==> config.mk <==
export PLATFORM = sky130hd
export DESIGN_NAME = vic_state_ctrl
export DESIGN_NICKNAME = d
export VERILOG_FILES = /design/src/hdl/vic_pkg.sv /design/src/hdl/vic_arbiter.sv /design/src/hdl/vic_state_ctrl.sv
export VERILOG_INCLUDE_DIRS = /design/src /design/src/hdl
export SDC_FILE = /design/constraint.sdc
export NUM_CORES = 1
export LEC_CHECK = 0
export BUFFER_PORTS_ARGS = -buffer_cell sky130_fd_sc_hd__buf_2
export CORE_MARGIN = 2
export CORE_UTILIZATION = 30
export CTS_CLUSTER_SIZE = 14
export DETAILED_ROUTE_END_ITERATION = 12
export GPL_ROUTABILITY_DRIVEN = 0
export PLACE_DENSITY = 0.43
export SETUP_SLACK_MARGIN = 0.3
export SLEW_MARGIN = 15
export SYNTH_ARGS = -nofsm -noshare
export SYNTH_HDL_FRONTEND = slang
export SYNTH_SLANG_ARGS = --single-unit
export TNS_END_PERCENT = 1
==> constraint.sdc <==
create_clock -name clock -period 66.7 [get_ports clock]
set_input_delay 0 -clock clock [delete_from_list [all_inputs] [get_ports clock]]
set_output_delay 0 -clock clock [all_outputs]
set_load 0.02 [all_outputs]
==> src/hdl/vic_defs.svh <==
`ifndef VIC_DEFS_SVH
`define VIC_DEFS_SVH

`define VIC_NUM_IRQ       30
`define VIC_ID_W          5
`define VIC_PRIO_W        3
`define VIC_SPLIT_W       2
`define VIC_PRIO_WORDS    4
`define VIC_PRIO_PER_WORD 8

`define VIC_OFF_ENABLE    12'h000
`define VIC_OFF_SETPEND   12'h004
`define VIC_OFF_CLRPEND   12'h008
`define VIC_OFF_ACTIVE    12'h00C
`define VIC_OFF_LEVELSEL  12'h010
`define VIC_OFF_SOFTTRIG  12'h014
`define VIC_OFF_PRIGROUP  12'h018
`define VIC_OFF_STATUS    12'h01C
`define VIC_OFF_MASK      12'h020
`define VIC_OFF_PRIO_BASE 12'h030

`define VIC_EV_NMI        0
`define VIC_EV_HWPEND     1
`define VIC_EV_LOSTPULSE  2
`define VIC_EV_W          3

`define VIC_RST_ENABLE    30'h00000000
`define VIC_RST_LEVELSEL  30'h3FFFFFFF
`define VIC_RST_PRIGROUP  2'h0
`define VIC_RST_MASK      3'h0

`define VIC_HTRANS_NONSEQ 2'h2

`endif

==> src/hdl/vic_pkg.sv <==
package vic_pkg;

  typedef logic [2:0] vic_prio_t;
  typedef logic [4:0] vic_id_t;

  // Request presented to the core
  typedef struct packed {
    logic      valid;
    logic      nmi;
    vic_id_t   id;
    vic_prio_t group;
    vic_prio_t sub;
  } vic_req_s;

  // Entry and return events from the core
  typedef struct packed {
    logic    enter;
    logic    leave;
    logic    nmi;
    vic_id_t id;
  } vic_evt_s;

endpackage

==> src/hdl/vic_arbiter.sv <==
`timescale 1ns/1ns
`default_nettype none

module vic_arbiter #(
  parameter int NUM = 30
) (
  // Candidates and their levels
  input  wire logic [NUM-1:0]   cand,
  input  wire logic [NUM*3-1:0] prioFlat,
  // Winner
  output logic                  found,
  output vic_pkg::vic_id_t      winId,
  output vic_pkg::vic_prio_t    winPrio
);
  import vic_pkg::*;

  // Strictly smaller wins, so ties stay with the lower number
  always_comb begin
    found   = 1'b0;
    winId   = 5'h00;
    winPrio = 3'h7;
    for (int i = 0; i < NUM; i++) begin
      if (cand[i] && (!found || prioFlat[i*3 +: 3] < winPrio)) begin //RULE2 RULE18
        found   = 1'b1;
        winId   = 5'(i);
        winPrio = prioFlat[i*3 +: 3];
      end
    end
  end

endmodule

`default_nettype wire

==> src/hdl/vic_state_ctrl.sv <==
// Functional notes
// RULE1: Each peripheral interrupt holds a programmable priority level 0 to 7.
// RULE2: Lower level number is more urgent; level 0 beats every other level.
// RULE3: Priority splits into group and subpriority fields for arbitration.
// RULE4: One non-maskable input exists besides the maskable peripheral lines.
// RULE5: Core stacks state on entry and restores it on return by itself.
// RULE6: Level source keeps its line high until serviced, then drops it.
// RULE7: Pulse lines are sampled on every rising clock edge.
// RULE8: Pulse source holds its line high for at least one clock.
// RULE9: Line high while interrupt is not active makes it pending.
// RULE10: A low-to-high transition on the line makes it pending.
// RULE11: Set-pending write or software trigger write makes it pending.
// RULE12: Entering the routine clears pending and marks the interrupt active.
// RULE13: Level return: line high repends it, otherwise it goes inactive.
// RULE14: Pulse during service gives active-and-pending; return leaves pending.
// RULE15: Pulse without new pulse during service returns to inactive.
// RULE16: Level clear-pending: no change if line high, otherwise inactive.
// RULE17: Pulse clear-pending: pending to inactive, active-and-pending to active.
// RULE18: Most urgent enabled pending wins; ties go to lowest number.
`timescale 1ns/1ns
`default_nettype none
`include "vic_defs.svh"

module vic_state_ctrl #(
  parameter int NUM = `VIC_NUM_IRQ
) (
  // Clock and reset
  input  wire logic              clock,
  input  wire logic              resetn,
  // AHB-Lite slave
  input  wire logic              hsel,
  input  wire logic [31:0]       haddr,
  input  wire logic [1:0]        htrans,
  input  wire logic              hwrite,
  input  wire logic [2:0]        hsize,
  input  wire logic [31:0]       hwdata,
  input  wire logic              hready,
  output logic                   hreadyout,
  output logic                   hresp,
  output logic [31:0]            hrdata,
  // Peripheral request lines
  input  wire logic [NUM-1:0]    irqLine,
  input  wire logic              nmiLine,
  // Core side
  input  wire vic_pkg::vic_evt_s coreEvt,
  output vic_pkg::vic_req_s      coreReq,
  // Interrupt to system
  output logic                   irqOut
);
  import vic_pkg::*;

  // One-hot of an interrupt number, zero when out of range
  function automatic logic [NUM-1:0] oneHot(input vic_id_t id);
    logic [NUM-1:0] v;
    v = '0;
    for (int i = 0; i < NUM; i++) begin
      if (5'(i) == id) begin
        v[i] = 1'b1;
      end
    end
    return v;
  endfunction

  // Group keeps the upper bits, sub the lower split bits
  function automatic vic_prio_t groupOf(input vic_prio_t p,
                                        input logic [1:0] s);
    return p >> s;
  endfunction

  function automatic vic_prio_t subOf(input vic_prio_t p,
                                      input logic [1:0] s);
    vic_prio_t m;
    m = vic_prio_t'((4'h1 << s) - 4'h1);
    return p & m;
  endfunction

  // Register state
  logic [NUM-1:0]   enable_q;
  logic [NUM-1:0]   levelSel_q;
  logic [1:0]       split_q;
  vic_prio_t        prio_q [NUM];
  logic [`VIC_EV_W-1:0] status_q;
  logic [`VIC_EV_W-1:0] mask_q;

  // Interrupt state
  logic [NUM-1:0]   pending_q;
  logic [NUM-1:0]   pending_d;
  logic [NUM-1:0]   active_q;
  logic [NUM-1:0]   active_d;
  logic [NUM-1:0]   lineSmp_q;
  logic [NUM-1:0]   linePrev_q;
  logic             nmiSmp_q;
  logic             nmiPrev_q;
  logic             nmiPend_q;

  // Bus state
  logic             wrPend_q;
  logic [11:0]      wrAddr_q;
  logic             hreadyout_q;
  logic [31:0]      hrdata_q;
  logic [31:0]      rdData;
  vic_req_s         coreReq_q;
  logic             irqOut_q;

  // Address phase
  logic             addrPhase;
  assign addrPhase = hsel && hready && (htrans == `VIC_HTRANS_NONSEQ ||
                                        htrans == 2'h3);

  // Write strobes during the first data cycle
  logic             wrNow;
  logic [NUM-1:0]   wrSetPend;
  logic [NUM-1:0]   wrClrPend;
  logic [NUM-1:0]   swTrigVec;
  assign wrNow     = wrPend_q && !hreadyout_q;
  assign wrSetPend = (wrNow && wrAddr_q == `VIC_OFF_SETPEND) ?
                     hwdata[NUM-1:0] : '0;
  assign wrClrPend = (wrNow && wrAddr_q == `VIC_OFF_CLRPEND) ?
                     hwdata[NUM-1:0] : '0;
  assign swTrigVec = (wrNow && wrAddr_q == `VIC_OFF_SOFTTRIG) ?
                     oneHot(hwdata[4:0]) : '0;

  // Writes take one wait state so a read right behind sees the new value
  always_ff @(posedge clock) begin
    if (!resetn) begin
      wrPend_q    <= 1'b0;
      wrAddr_q    <= 12'h000;
      hreadyout_q <= 1'b1;
    end else begin
      if (addrPhase && hwrite) begin
        wrPend_q    <= 1'b1;
        wrAddr_q    <= {haddr[11:2], 2'h0};
        hreadyout_q <= 1'b0;
      end else if (wrNow) begin
        hreadyout_q <= 1'b1;
      end else begin
        wrPend_q    <= 1'b0;
      end
    end
  end

  // Read mux; unmapped reads as zero
  always_comb begin
    rdData = 32'h00000000;
    case (haddr[11:0] & 12'hFFC)
      `VIC_OFF_ENABLE:   rdData[NUM-1:0] = enable_q;
      `VIC_OFF_SETPEND,
      `VIC_OFF_CLRPEND:  rdData[NUM-1:0] = pending_q;
      `VIC_OFF_ACTIVE:   rdData[NUM-1:0] = active_q;
      `VIC_OFF_LEVELSEL: rdData[NUM-1:0] = levelSel_q;
      `VIC_OFF_PRIGROUP: rdData[1:0]     = split_q;
      `VIC_OFF_STATUS:   rdData[2:0]     = status_q;
      `VIC_OFF_MASK:     rdData[2:0]     = mask_q;
      default: begin
        if (haddr[11:4] == `VIC_OFF_PRIO_BASE >> 4) begin
          for (int j = 0; j < `VIC_PRIO_PER_WORD; j++) begin
            if (int'(haddr[3:2]) * `VIC_PRIO_PER_WORD + j < NUM) begin
              rdData[j*4 +: 3] =
                prio_q[int'(haddr[3:2]) * `VIC_PRIO_PER_WORD + j];
            end
          end
        end
      end
    endcase
  end

  always_ff @(posedge clock) begin
    if (!resetn) begin
      hrdata_q <= 32'h00000000;
    end else if (addrPhase && !hwrite) begin
      hrdata_q <= rdData;
    end
  end

  // Software-owned configuration
  always_ff @(posedge clock) begin
    if (!resetn) begin
      enable_q   <= `VIC_RST_ENABLE;
      levelSel_q <= `VIC_RST_LEVELSEL;
      split_q    <= `VIC_RST_PRIGROUP;
      mask_q     <= `VIC_RST_MASK;
    end else if (wrNow) begin
      case (wrAddr_q)
        `VIC_OFF_ENABLE:   enable_q   <= hwdata[NUM-1:0];
        `VIC_OFF_LEVELSEL: levelSel_q <= hwdata[NUM-1:0];
        `VIC_OFF_PRIGROUP: split_q    <= hwdata[1:0]; //RULE3
        `VIC_OFF_MASK:     mask_q     <= hwdata[2:0];
        default: begin
        end
      endcase
    end
  end

  // Priority levels, four bit lanes per interrupt, three used
  always_ff @(posedge clock) begin
    if (!resetn) begin
      for (int i = 0; i < NUM; i++) begin
        prio_q[i] <= 3'h0;
      end
    end else if (wrNow && wrAddr_q[11:4] == `VIC_OFF_PRIO_BASE >> 4) begin
      for (int j = 0; j < `VIC_PRIO_PER_WORD; j++) begin
        if (int'(wrAddr_q[3:2]) * `VIC_PRIO_PER_WORD + j < NUM) begin
          prio_q[int'(wrAddr_q[3:2]) * `VIC_PRIO_PER_WORD + j] <=
            hwdata[j*4 +: 3]; //RULE1
        end
      end
    end
  end

  // Request sampling; sources share this clock
  always_ff @(posedge clock) begin
    if (!resetn) begin
      lineSmp_q  <= '0;
      linePrev_q <= '0;
      nmiSmp_q   <= 1'b0;
      nmiPrev_q  <= 1'b0;
    end else begin
      lineSmp_q  <= irqLine; //RULE7 RULE8
      linePrev_q <= lineSmp_q;
      nmiSmp_q   <= nmiLine;
      nmiPrev_q  <= nmiSmp_q;
    end
  end

  // Core stacks and unstacks itself; only entry and return are seen here
  logic [NUM-1:0] enterVec;
  logic [NUM-1:0] leaveVec;
  assign enterVec = (coreEvt.enter && !coreEvt.nmi) ?
                    oneHot(coreEvt.id) : '0; //RULE5
  assign leaveVec = (coreEvt.leave && !coreEvt.nmi) ?
                    oneHot(coreEvt.id) : '0;

  logic [NUM-1:0] levelHigh;
  logic [NUM-1:0] levelSet;
  logic [NUM-1:0] edgeSet;
  logic [NUM-1:0] clrVec;
  logic [NUM-1:0] reArm;
  logic [NUM-1:0] lostPulse;

  // Level source holds its line until serviced
  assign levelHigh = levelSel_q & lineSmp_q; //RULE6
  assign levelSet  = levelHigh & ~active_q & ~enterVec; //RULE9
  assign edgeSet   = lineSmp_q & ~linePrev_q; //RULE10
  assign clrVec    = wrClrPend & ~levelHigh; //RULE16 RULE17
  assign reArm     = leaveVec & levelHigh; //RULE13
  assign lostPulse = edgeSet & pending_q & ~levelSel_q;

  // Sets win over entry and clear in the same cycle, except the level set, which entry blocks
  always_comb begin
    pending_d = (pending_q & ~enterVec & ~clrVec) //RULE12
              | levelSet | edgeSet | reArm //RULE14
              | wrSetPend | swTrigVec; //RULE11
    active_d  = (active_q | enterVec) & ~leaveVec; //RULE12 RULE15
  end

  always_ff @(posedge clock) begin
    if (!resetn) begin
      pending_q <= '0;
      active_q  <= '0;
    end else begin
      pending_q <= pending_d;
      active_q  <= active_d;
    end
  end

  // Non-maskable input, latched on its rising edge
  always_ff @(posedge clock) begin
    if (!resetn) begin
      nmiPend_q <= 1'b0;
    end else if (nmiSmp_q && !nmiPrev_q) begin
      nmiPend_q <= 1'b1; //RULE4
    end else if (coreEvt.enter && coreEvt.nmi) begin
      nmiPend_q <= 1'b0;
    end
  end

  // Arbitration over enabled pending lines
  logic             found;
  vic_id_t          winId;
  vic_prio_t        winPrio;
  logic [NUM*3-1:0] prioFlat;

  always_comb begin
    for (int i = 0; i < NUM; i++) begin
      prioFlat[i*3 +: 3] = prio_q[i];
    end
  end

  vic_arbiter #(
    .NUM      (NUM)
  ) uArb (
    .cand     (pending_q & enable_q),
    .prioFlat (prioFlat),
    .found    (found),
    .winId    (winId),
    .winPrio  (winPrio)
  );

  // NMI outranks every maskable request
  always_ff @(posedge clock) begin
    if (!resetn) begin
      coreReq_q <= '0;
    end else begin
      coreReq_q.valid <= nmiPend_q || found; //RULE18
      coreReq_q.nmi   <= nmiPend_q; //RULE4
      coreReq_q.id    <= nmiPend_q ? 5'h00 : winId;
      coreReq_q.group <= nmiPend_q ? 3'h0 : groupOf(winPrio, split_q); //RULE3
      coreReq_q.sub   <= nmiPend_q ? 3'h0 : subOf(winPrio, split_q);
    end
  end

  // Sticky event flags, write one to clear, set wins
  logic [`VIC_EV_W-1:0] evSet;
  logic [`VIC_EV_W-1:0] evClr;
  assign evSet[`VIC_EV_NMI]       = nmiSmp_q && !nmiPrev_q;
  assign evSet[`VIC_EV_HWPEND]    = |((levelSet | edgeSet) & ~pending_q);
  assign evSet[`VIC_EV_LOSTPULSE] = |lostPulse;
  assign evClr = (wrNow && wrAddr_q == `VIC_OFF_STATUS) ?
                 hwdata[2:0] : '0;

  always_ff @(posedge clock) begin
    if (!resetn) begin
      status_q <= '0;
      irqOut_q <= 1'b0;
    end else begin
      status_q <= (status_q & ~evClr) | evSet;
      irqOut_q <= |(status_q & mask_q);
    end
  end

  // Always OKAY; still a flop so every output leaves a register
  logic             hresp_q;
  always_ff @(posedge clock) begin
    if (!resetn) begin
      hresp_q <= 1'b0;
    end else begin
      hresp_q <= 1'b0;
    end
  end

  assign hreadyout = hreadyout_q;
  assign hresp     = hresp_q;
  assign hrdata    = hrdata_q;
  assign coreReq   = coreReq_q;
  assign irqOut    = irqOut_q;

endmodule

`default_nettype wire

==> flow_metrics.env, run 1 <==
export IMPL_h_tree_depth=2
export IMPL_synthFlopType="dfxtp_1"
export IMPL_finClkSkew_ns=0.0307
export IMPL_hold_path_depth=3
export IMPL_cpMostUsedCell="ha_1"
export IMPL_ys_top_cells_by_area="dfxtp_1, edfxtp_1, nand2_1, and2_1, a21oi_1"
export IMPL_synth_yosys_seq_area_share=0.373
export IMPL_final_cell_mix="nand2_1, dfxtp_1, nor2_1"
export IMPL_yosysTopAreaCellShare=0.242
export IMPL_p_leak_nw=9.51
export IMPL_clkPwrFrac=0.456
export IMPL_period_share=0.616
export IMPL_grtUsageTotal=0.244
export IMPL_finalSetupViolCount=0
export IMPL_arrival_ns=41.55
export IMPL_coreArea_um2=67500
export IMPL_clk_pin_slew_ns=0.06
export IMPL_synth_area_um2=20500
export IMPL_clockBufferDepth=3
export IMPL_via_per_inst=5.72
export IMPL_die_x_um=266
export IMPL_r2r_setup_slack_ns=25.63
export IMPL_cts_root_buf="clkbuf_16"
export IMPL_ir_worst_vdd_v=0.0000167
export IMPL_cts_resized=0
export IMPL_drv_cap=0
export IMPL_fmax_ghz=0.0243
export IMPL_finalHoldViolCount=0
export IMPL_status="finished, final reports clean"
export IMPL_holdPathEnd="active_q[1]"
export IMPL_placed_area_um2=22100
export IMPL_power_density_nw_per_um2=20.3
export IMPL_synth_cells=2479
export IMPL_clock_latency_ns=0.58
export IMPL_syn_avg_cell_area_um2=8.29
export IMPL_synth_cell_types=114
export IMPL_cts_made_buffers=41
export IMPL_critical_path_class="reg2reg"
export IMPL_setup_worst_path_start_class="flop"
export IMPL_worst_setup_path_end_kind="flop"
export IMPL_drt_iter0_markers=1760
export IMPL_relSlewSlack=0.251
export IMPL_ys_ff_latch=338
export IMPL_rsz0062_at_grt="no"
export IMPL_cts_post_setup_buffers_inserted=0
export IMPL_p_sw_frac=0.261
export IMPL_hpwl_um=65600
export IMPL_antenna_found_initial=3
export IMPL_fillCellCount=7003
export IMPL_overflow=0
export IMPL_die_y_um=266
export IMPL_switching_power_uw=129
export IMPL_slew_violations=0
export IMPL_path_max_fanout=11
export IMPL_hp_class="in2reg"
export IMPL_worst_slew_pin_slew_ns=1.12
export IMPL_holdCritStartpoint="coreEvt[4]"
export IMPL_synth_edff_count=90
export IMPL_cp_top_family="compound AO/OA/AOI/OAI gates"
export IMPL_dr_pass1_iters=6
export IMPL_drive_gt1_frac=0.131
export IMPL_dieArea_um2=70600
export IMPL_reg2reg_to="coreReq[4]"
export IMPL_final_area_um2=24200
export IMPL_clock_sinks=338
export IMPL_area_growth_synth_to_final_pct=17.8
export IMPL_cpPeakStageDelay_ns=0.81
export IMPL_r2r_start="pending_q[0]"
export IMPL_grt_pass1_vias=19200
export IMPL_intPower_uw=363
export IMPL_crit_required_ns=67.18
export IMPL_final_setup_tns_ns=0
export IMPL_critPathBufInv=17
export IMPL_initial_core_util=0.304
export IMPL_yosys_warnings=0
export IMPL_routed_wl_um=88100
export IMPL_row_count=95
export IMPL_final_common_cell="nand2_1"
export IMPL_ios=161
export IMPL_synthArstFlopShare=0
export IMPL_power_uw=492
export IMPL_pwr_share_comb=0.083
export IMPL_grt_pass1_wl_um=128000
export IMPL_tritoncts="yes"
export IMPL_pwr_share_seq=0.461
export IMPL_crit_slowest_cell="o311ai_0"
export IMPL_rr_worst_depth=195
export IMPL_ant_nets=0
export IMPL_period_minus_slack_ns=41.07
export IMPL_grt_max_degree=80
export IMPL_postCtsHoldBufs=81
export IMPL_routedWlPerCell_um=24.9
export IMPL_vias=20300
export IMPL_yosysTopAreaCell="dfxtp_1"
export IMPL_drcViolationCount=0
export IMPL_nets=2780
export IMPL_numPortBuffers=131
-- cell families (layout without fill, tap and decap cells) --
group,Yosys count,count (layout),share of synthesized area
AND/OR/NAND/NOR,1131,1131,0.273
AO/OA/AOI/OAI,709,709,0.248
flip-flops,338,338,0.373
buffers and inverters,190,376,0.0360
multiplexers,70,70,0.0456
adder cells (fa/ha/maj),40,40,0.0234
other,1,5,0.000183
-- metal layers --
metal | up-vias | GRT usage | part of all wire
met4 | 2 | 0.123 | 0.054
met1 | 9859 | 0.328 | 0.44
met5 | - | 0 | 0.00015
met2 | 806 | 0.385 | 0.44
li1 | 9429 | - | -
met3 | 174 | 0.0323 | 0.059
-- stage by stage --
| stage | setup WS, ns | instances | utilization | hold slack, ns |
|---|---|---|---|---|
| 2_1_floorplan | 32.60 | 2480 | - | 0.124 |
| 3_3_place_gp | 26.71 | 3384 | 0.327 | 0.205 |
| 3_5_place_dp | 26.12 | 3384 | 0.327 | 0.208 |
| 4_1_cts | 25.94 | 3539 | 0.358 | 0.00481 |
| 5_1_grt | 22.03 | 3539 | 0.358 | 0.0708 |
| 6_report | 25.63 | 3542 | 0.358 | 0.0462 |
-- worst max path at each step --
stage	slack (ns)	start	endpoint	cells past startpoint
floorplan	32.60	pending_q[0]	coreReq[4]	196
global placement	26.71	pending_q[0]	coreReq[4]	193
detailed placement	26.12	pending_q[0]	coreReq[4]	193
CTS	25.94	pending_q[0]	coreReq[4]	193
global route	22.03	pending_q[0]	coreReq[4]	198
finish	25.63	pending_q[0]	coreReq[4]	195
-- state kept, by name (all words and copies together) (netlist names), 10 cells and up --
register	flops
levelSel_q	30
hrdata	31
coreReq	13
enable_q	30
active_q	30
lineSmp_q	30
prio_q	90
linePrev_q	30
pending_q	30
wrAddr_q	10
-- power groups by stage --
| stage | clock network (mW) | logic (mW) | registers [mW] |
|---|---|---|---|
| 2_1_floorplan | 0 | 0.0216 | 0.226 |
| 3_3_place_gp | 0 | 0.0367 | 0.231 |
| 3_5_place_dp | 0 | 0.0370 | 0.231 |
| 4_1_cts | 0.229 | 0.0408 | 0.226 |
| 5_1_grt | 0.236 | 0.0443 | 0.227 |
| 6_report | 0.224 | 0.0410 | 0.227 |
-- worst min-delay path, cell delays in order --
cell and delay (ns):
buf_2 0.23, nor3b_1 0.14, a211oi_1 0.19
-- Yosys cell counts, types with 19 or more instances --
cell type / number
mux2i_1: 43
edfxtp_1: 90
a21oi_1: 184
nor2b_1: 41
nor3_1: 42
dfxtp_1: 248
a211oi_1: 56
nor2_1: 222
inv_1: 65
a21o_1: 23
a222oi_1: 24
nand2b_1: 43
nand2_1: 370
a31oi_1: 42
nor4_1: 19
a221oi_1: 20
and2_1: 175
or2_2: 33
ha_1: 32
nor4bb_1: 25
nand3_1: 79
clkbuf_1: 115
o21ai_0: 109
-- final cells by class --
cell class | count | area, um^2 | area share
multi-input cells | 1952 | 12200 | 0.504
clock buffers | 59 | 1190 | 0.0490
flip-flops and latches | 338 | 7670 | 0.317
repair buffers | 237 | 1660 | 0.0687
inverters | 65 | 246 | 0.0102
well taps | 873 | 1090 | 0.0451
clock inverters | 15 | 131 | 0.00543
diodes | 3 | 7.51 | 0.000310
(Power assumes the default switching activity.)
==> run 2, diff against run 1 <==
- ABC_AREA: not set -> 1
- PLACE_DENSITY: 0.43 -> 0.44
- clock period: 66.7 -> 37.7 ns (I/O delays scaled with it)
==> run 2 against run 1 <==
Against the previous run:
- routed wire length is 6.3% lower
- fmax is 39% higher
- die area is 7.0% lower
- power is 79% higher
- clock-buffer cell count is 3 higher
- utilization is 0.70 points higher
- combinational power is 84% higher
- via count is 2.0% lower
- sequential share of layout area is 1.6 points higher
- worst setup slack worse by 17 ns
- critical path depth is 41 higher
- sequential power is 74% higher
- critical endpoint is now coreReq[3]
- largest cell class unchanged
==> flow_metrics.env, run 2 <==
export IMPL_synth_yosys_seq_area_share=0.402
export IMPL_syn_avg_cell_area_um2=6.87
export IMPL_clock_latency_ns=0.60
export IMPL_yosysTopAreaCellShare=0.260
export IMPL_yosys_area_share_adder=0.0210
export IMPL_cts_root_buf="clkbuf_16"
export IMPL_rsz0062_at_grt="no"
export IMPL_tritoncts="yes"
export IMPL_muxShareOfSynthArea=0
export IMPL_grt_pass1_wl_um=121000
export IMPL_clock_sinks=338
export IMPL_drt_iter0_markers=2005
export IMPL_largest_reg_flops=90
export IMPL_period_minus_slack_ns=29.48
export IMPL_grt_max_degree=64
export IMPL_die_y_um=256
export IMPL_die_x_um=256
export IMPL_fillCellCount=6761
export IMPL_ys_top_cells_by_area="dfxtp_1, edfxtp_1, nand2_1, inv_1, nor2_1"
export IMPL_synthXorXnorAreaFrac=0
export IMPL_synth_simple_area_share=0.315
export IMPL_nets=3131
export IMPL_grtUsageTotal=0.246
export IMPL_synth_common_cells="nand2_1, inv_1, nor2_1"
export IMPL_period_share=0.782
export IMPL_final_cells=3864
export IMPL_status="finished, final reports clean"
export IMPL_pwr_share_seq=0.450
export IMPL_fmax_ghz=0.0339
export IMPL_cts_post_setup_buffers_inserted=0
export IMPL_ys_ff_latch=338
export IMPL_row_count=92
export IMPL_dieArea_um2=65700
export IMPL_holdCritStartpoint="hsel"
export IMPL_synth_edff_count=90
export IMPL_drive_gt1_frac=0.102
export IMPL_finalHoldViolCount=0
export IMPL_pwr_share_comb=0.086
export IMPL_p_sw_frac=0.271
export IMPL_drv_cap=0
export IMPL_setup_worst_path_start_class="flop"
export IMPL_hp_class="in2reg"
export IMPL_drcViolationCount=0
export IMPL_crit_slowest_cell="dfxtp_1"
export IMPL_yosysTopAreaCell="dfxtp_1"
export IMPL_routedWlPerCell_um=21.4
export IMPL_final_common_cell="nand2_1"
export IMPL_antenna_found_initial=2
export IMPL_relSlewSlack=0.245
export IMPL_clockBufferDepth=3
export IMPL_vias=19900
export IMPL_clk_pin_slew_ns=0.06
export IMPL_largest_register="prio_q"
export IMPL_coreArea_um2=63000
export IMPL_r2r_setup_slack_ns=8.22
export IMPL_ant_nets=0
export IMPL_p_leak_nw=11.3
export IMPL_ir_worst_vdd_v=0.0000306
export IMPL_routed_wl_um=82500
export IMPL_numPortBuffers=131
export IMPL_grt_pass1_vias=19000
export IMPL_cts_made_buffers=42
export IMPL_synth_cell_types=45
export IMPL_cpMostUsedCell="nand2_1"
export IMPL_via_per_inst=5.14
export IMPL_ff_latch_area_um2=7670
export IMPL_overflow=0
export IMPL_clkPwrFrac=0.464
export IMPL_path_max_fanout=8
export IMPL_synth_cells=2778
export IMPL_yosys_warnings=0
export IMPL_area_growth_synth_to_final_pct=20.5
export IMPL_synth_area_um2=19100
export IMPL_insertedDiodeCount=0
export IMPL_hpwl_um=61200
export IMPL_ios=161
export IMPL_crit_required_ns=38.22
export IMPL_h_tree_depth=2
export IMPL_synth_top_family_by_area="simple AND/OR/NAND/NOR gates"
export IMPL_critical_path_class="reg2reg"
export IMPL_cpPeakStageDelay_ns=0.47
export IMPL_arrival_ns=30.00
export IMPL_synth_most_common_cell="nand2_1"
export IMPL_intPower_uw=641
export IMPL_finClkSkew_ns=0.0265
export IMPL_final_setup_tns_ns=0
export IMPL_synthArstFlopShare=0
export IMPL_final_cell_mix="nand2_1, inv_1, nor2_1"
export IMPL_initial_core_util=0.303
export IMPL_hold_ws_ns=0.0671
export IMPL_reg2reg_to="coreReq[3]"
export IMPL_dp_cells=3693
export IMPL_r2r_start="pending_q[0]"
export IMPL_finalSetupViolCount=0
export IMPL_hold_path_depth=3
export IMPL_dr_pass1_iters=5
export IMPL_slew_violations=0
export IMPL_synthFlopType="dfxtp_1"
export IMPL_switching_power_uw=238
export IMPL_holdPathEnd="wrAddr_q[9]"
export IMPL_multi_input_area_um2=9340
export IMPL_rr_worst_depth=236
export IMPL_worst_slew_pin_slew_ns=1.13
export IMPL_worst_setup_path_end_kind="flop"
export IMPL_synth_compound_area_frac=0.152
export IMPL_power_density_nw_per_um2=38.2
run 2: power by group through the flow:
stage / clock [mW] / sequential (mW) / combinational (mW)
after floorplan: 0 / 0.397 / 0.0392
after global placement: 0 / 0.403 / 0.0663
after detailed placement: 0 / 0.403 / 0.0669
after CTS: 0.416 / 0.395 / 0.0747
after global routing: 0.430 / 0.396 / 0.0828
final: 0.408 / 0.395 / 0.0755
run 2: stage by stage:
step	util	worst slack (ns)	power, mW	cell area [um^2]
after floorplan	-	12.95	0.437	19100
after global placement	0.329	8.56	0.469	20700
after detailed placement	0.329	8.30	0.470	20700
after CTS	0.365	8.17	0.886	23000
after global routing	0.365	4.88	0.909	23000
final	0.365	8.22	0.879	23000
run 2: worst max-delay path by stage:
stage,start,to,cells after the start
after floorplan,pending_q[0],coreReq[3],232
after global placement,pending_q[0],coreReq[3],233
after detailed placement,pending_q[0],coreReq[3],235
after CTS,pending_q[0],coreReq[3],236
after global routing,pending_q[0],coreReq[3],236
final,pending_q[0],coreReq[3],236
run 2: final cells by class:
cell class,instances,share of cell area
Multi-Input combinational cell,1882,0.406
Sequential cell,338,0.333
Timing Repair Buffer,253,0.0789
Inverter,469,0.0765
Clock buffer,62,0.0530
Tap cell,846,0.0460
Clock inverter,14,0.00626
run 2: what timing repair did:
item	4_1_cts	5_1_grt
hold endpoints to repair	213	0
resized for setup	0	0
hold buffers	95	0
run 2: logic make-up after synthesis:
kind of cell / after synthesis
flip-flops: 338
buffers and inverters: 559
AND/OR/NAND/NOR: 1378
other: 1
adder cells (fa/ha/maj): 32
AO/OA/AOI/OAI: 470
run 2: worst max-delay path: cells and delay by family, from the launching register on:
kind                     cells  cell delay, ns
adder cells (fa/ha/maj)     29            8.47
AND/OR/NAND/NOR            149           11.09
flip-flops                   1            0.47
buffers and inverters       28            1.40
AO/OA/AOI/OAI               30            7.92
run 2: routing by layer:
layer  vias to the layer above  track usage  routed length, um
met5                         -            0                 12
met4                         2       0.0850               2810
met3                       139       0.0335               5290
met2                       763        0.409              38300
met1                      9434        0.326              36100
li1                       9535            -                  -
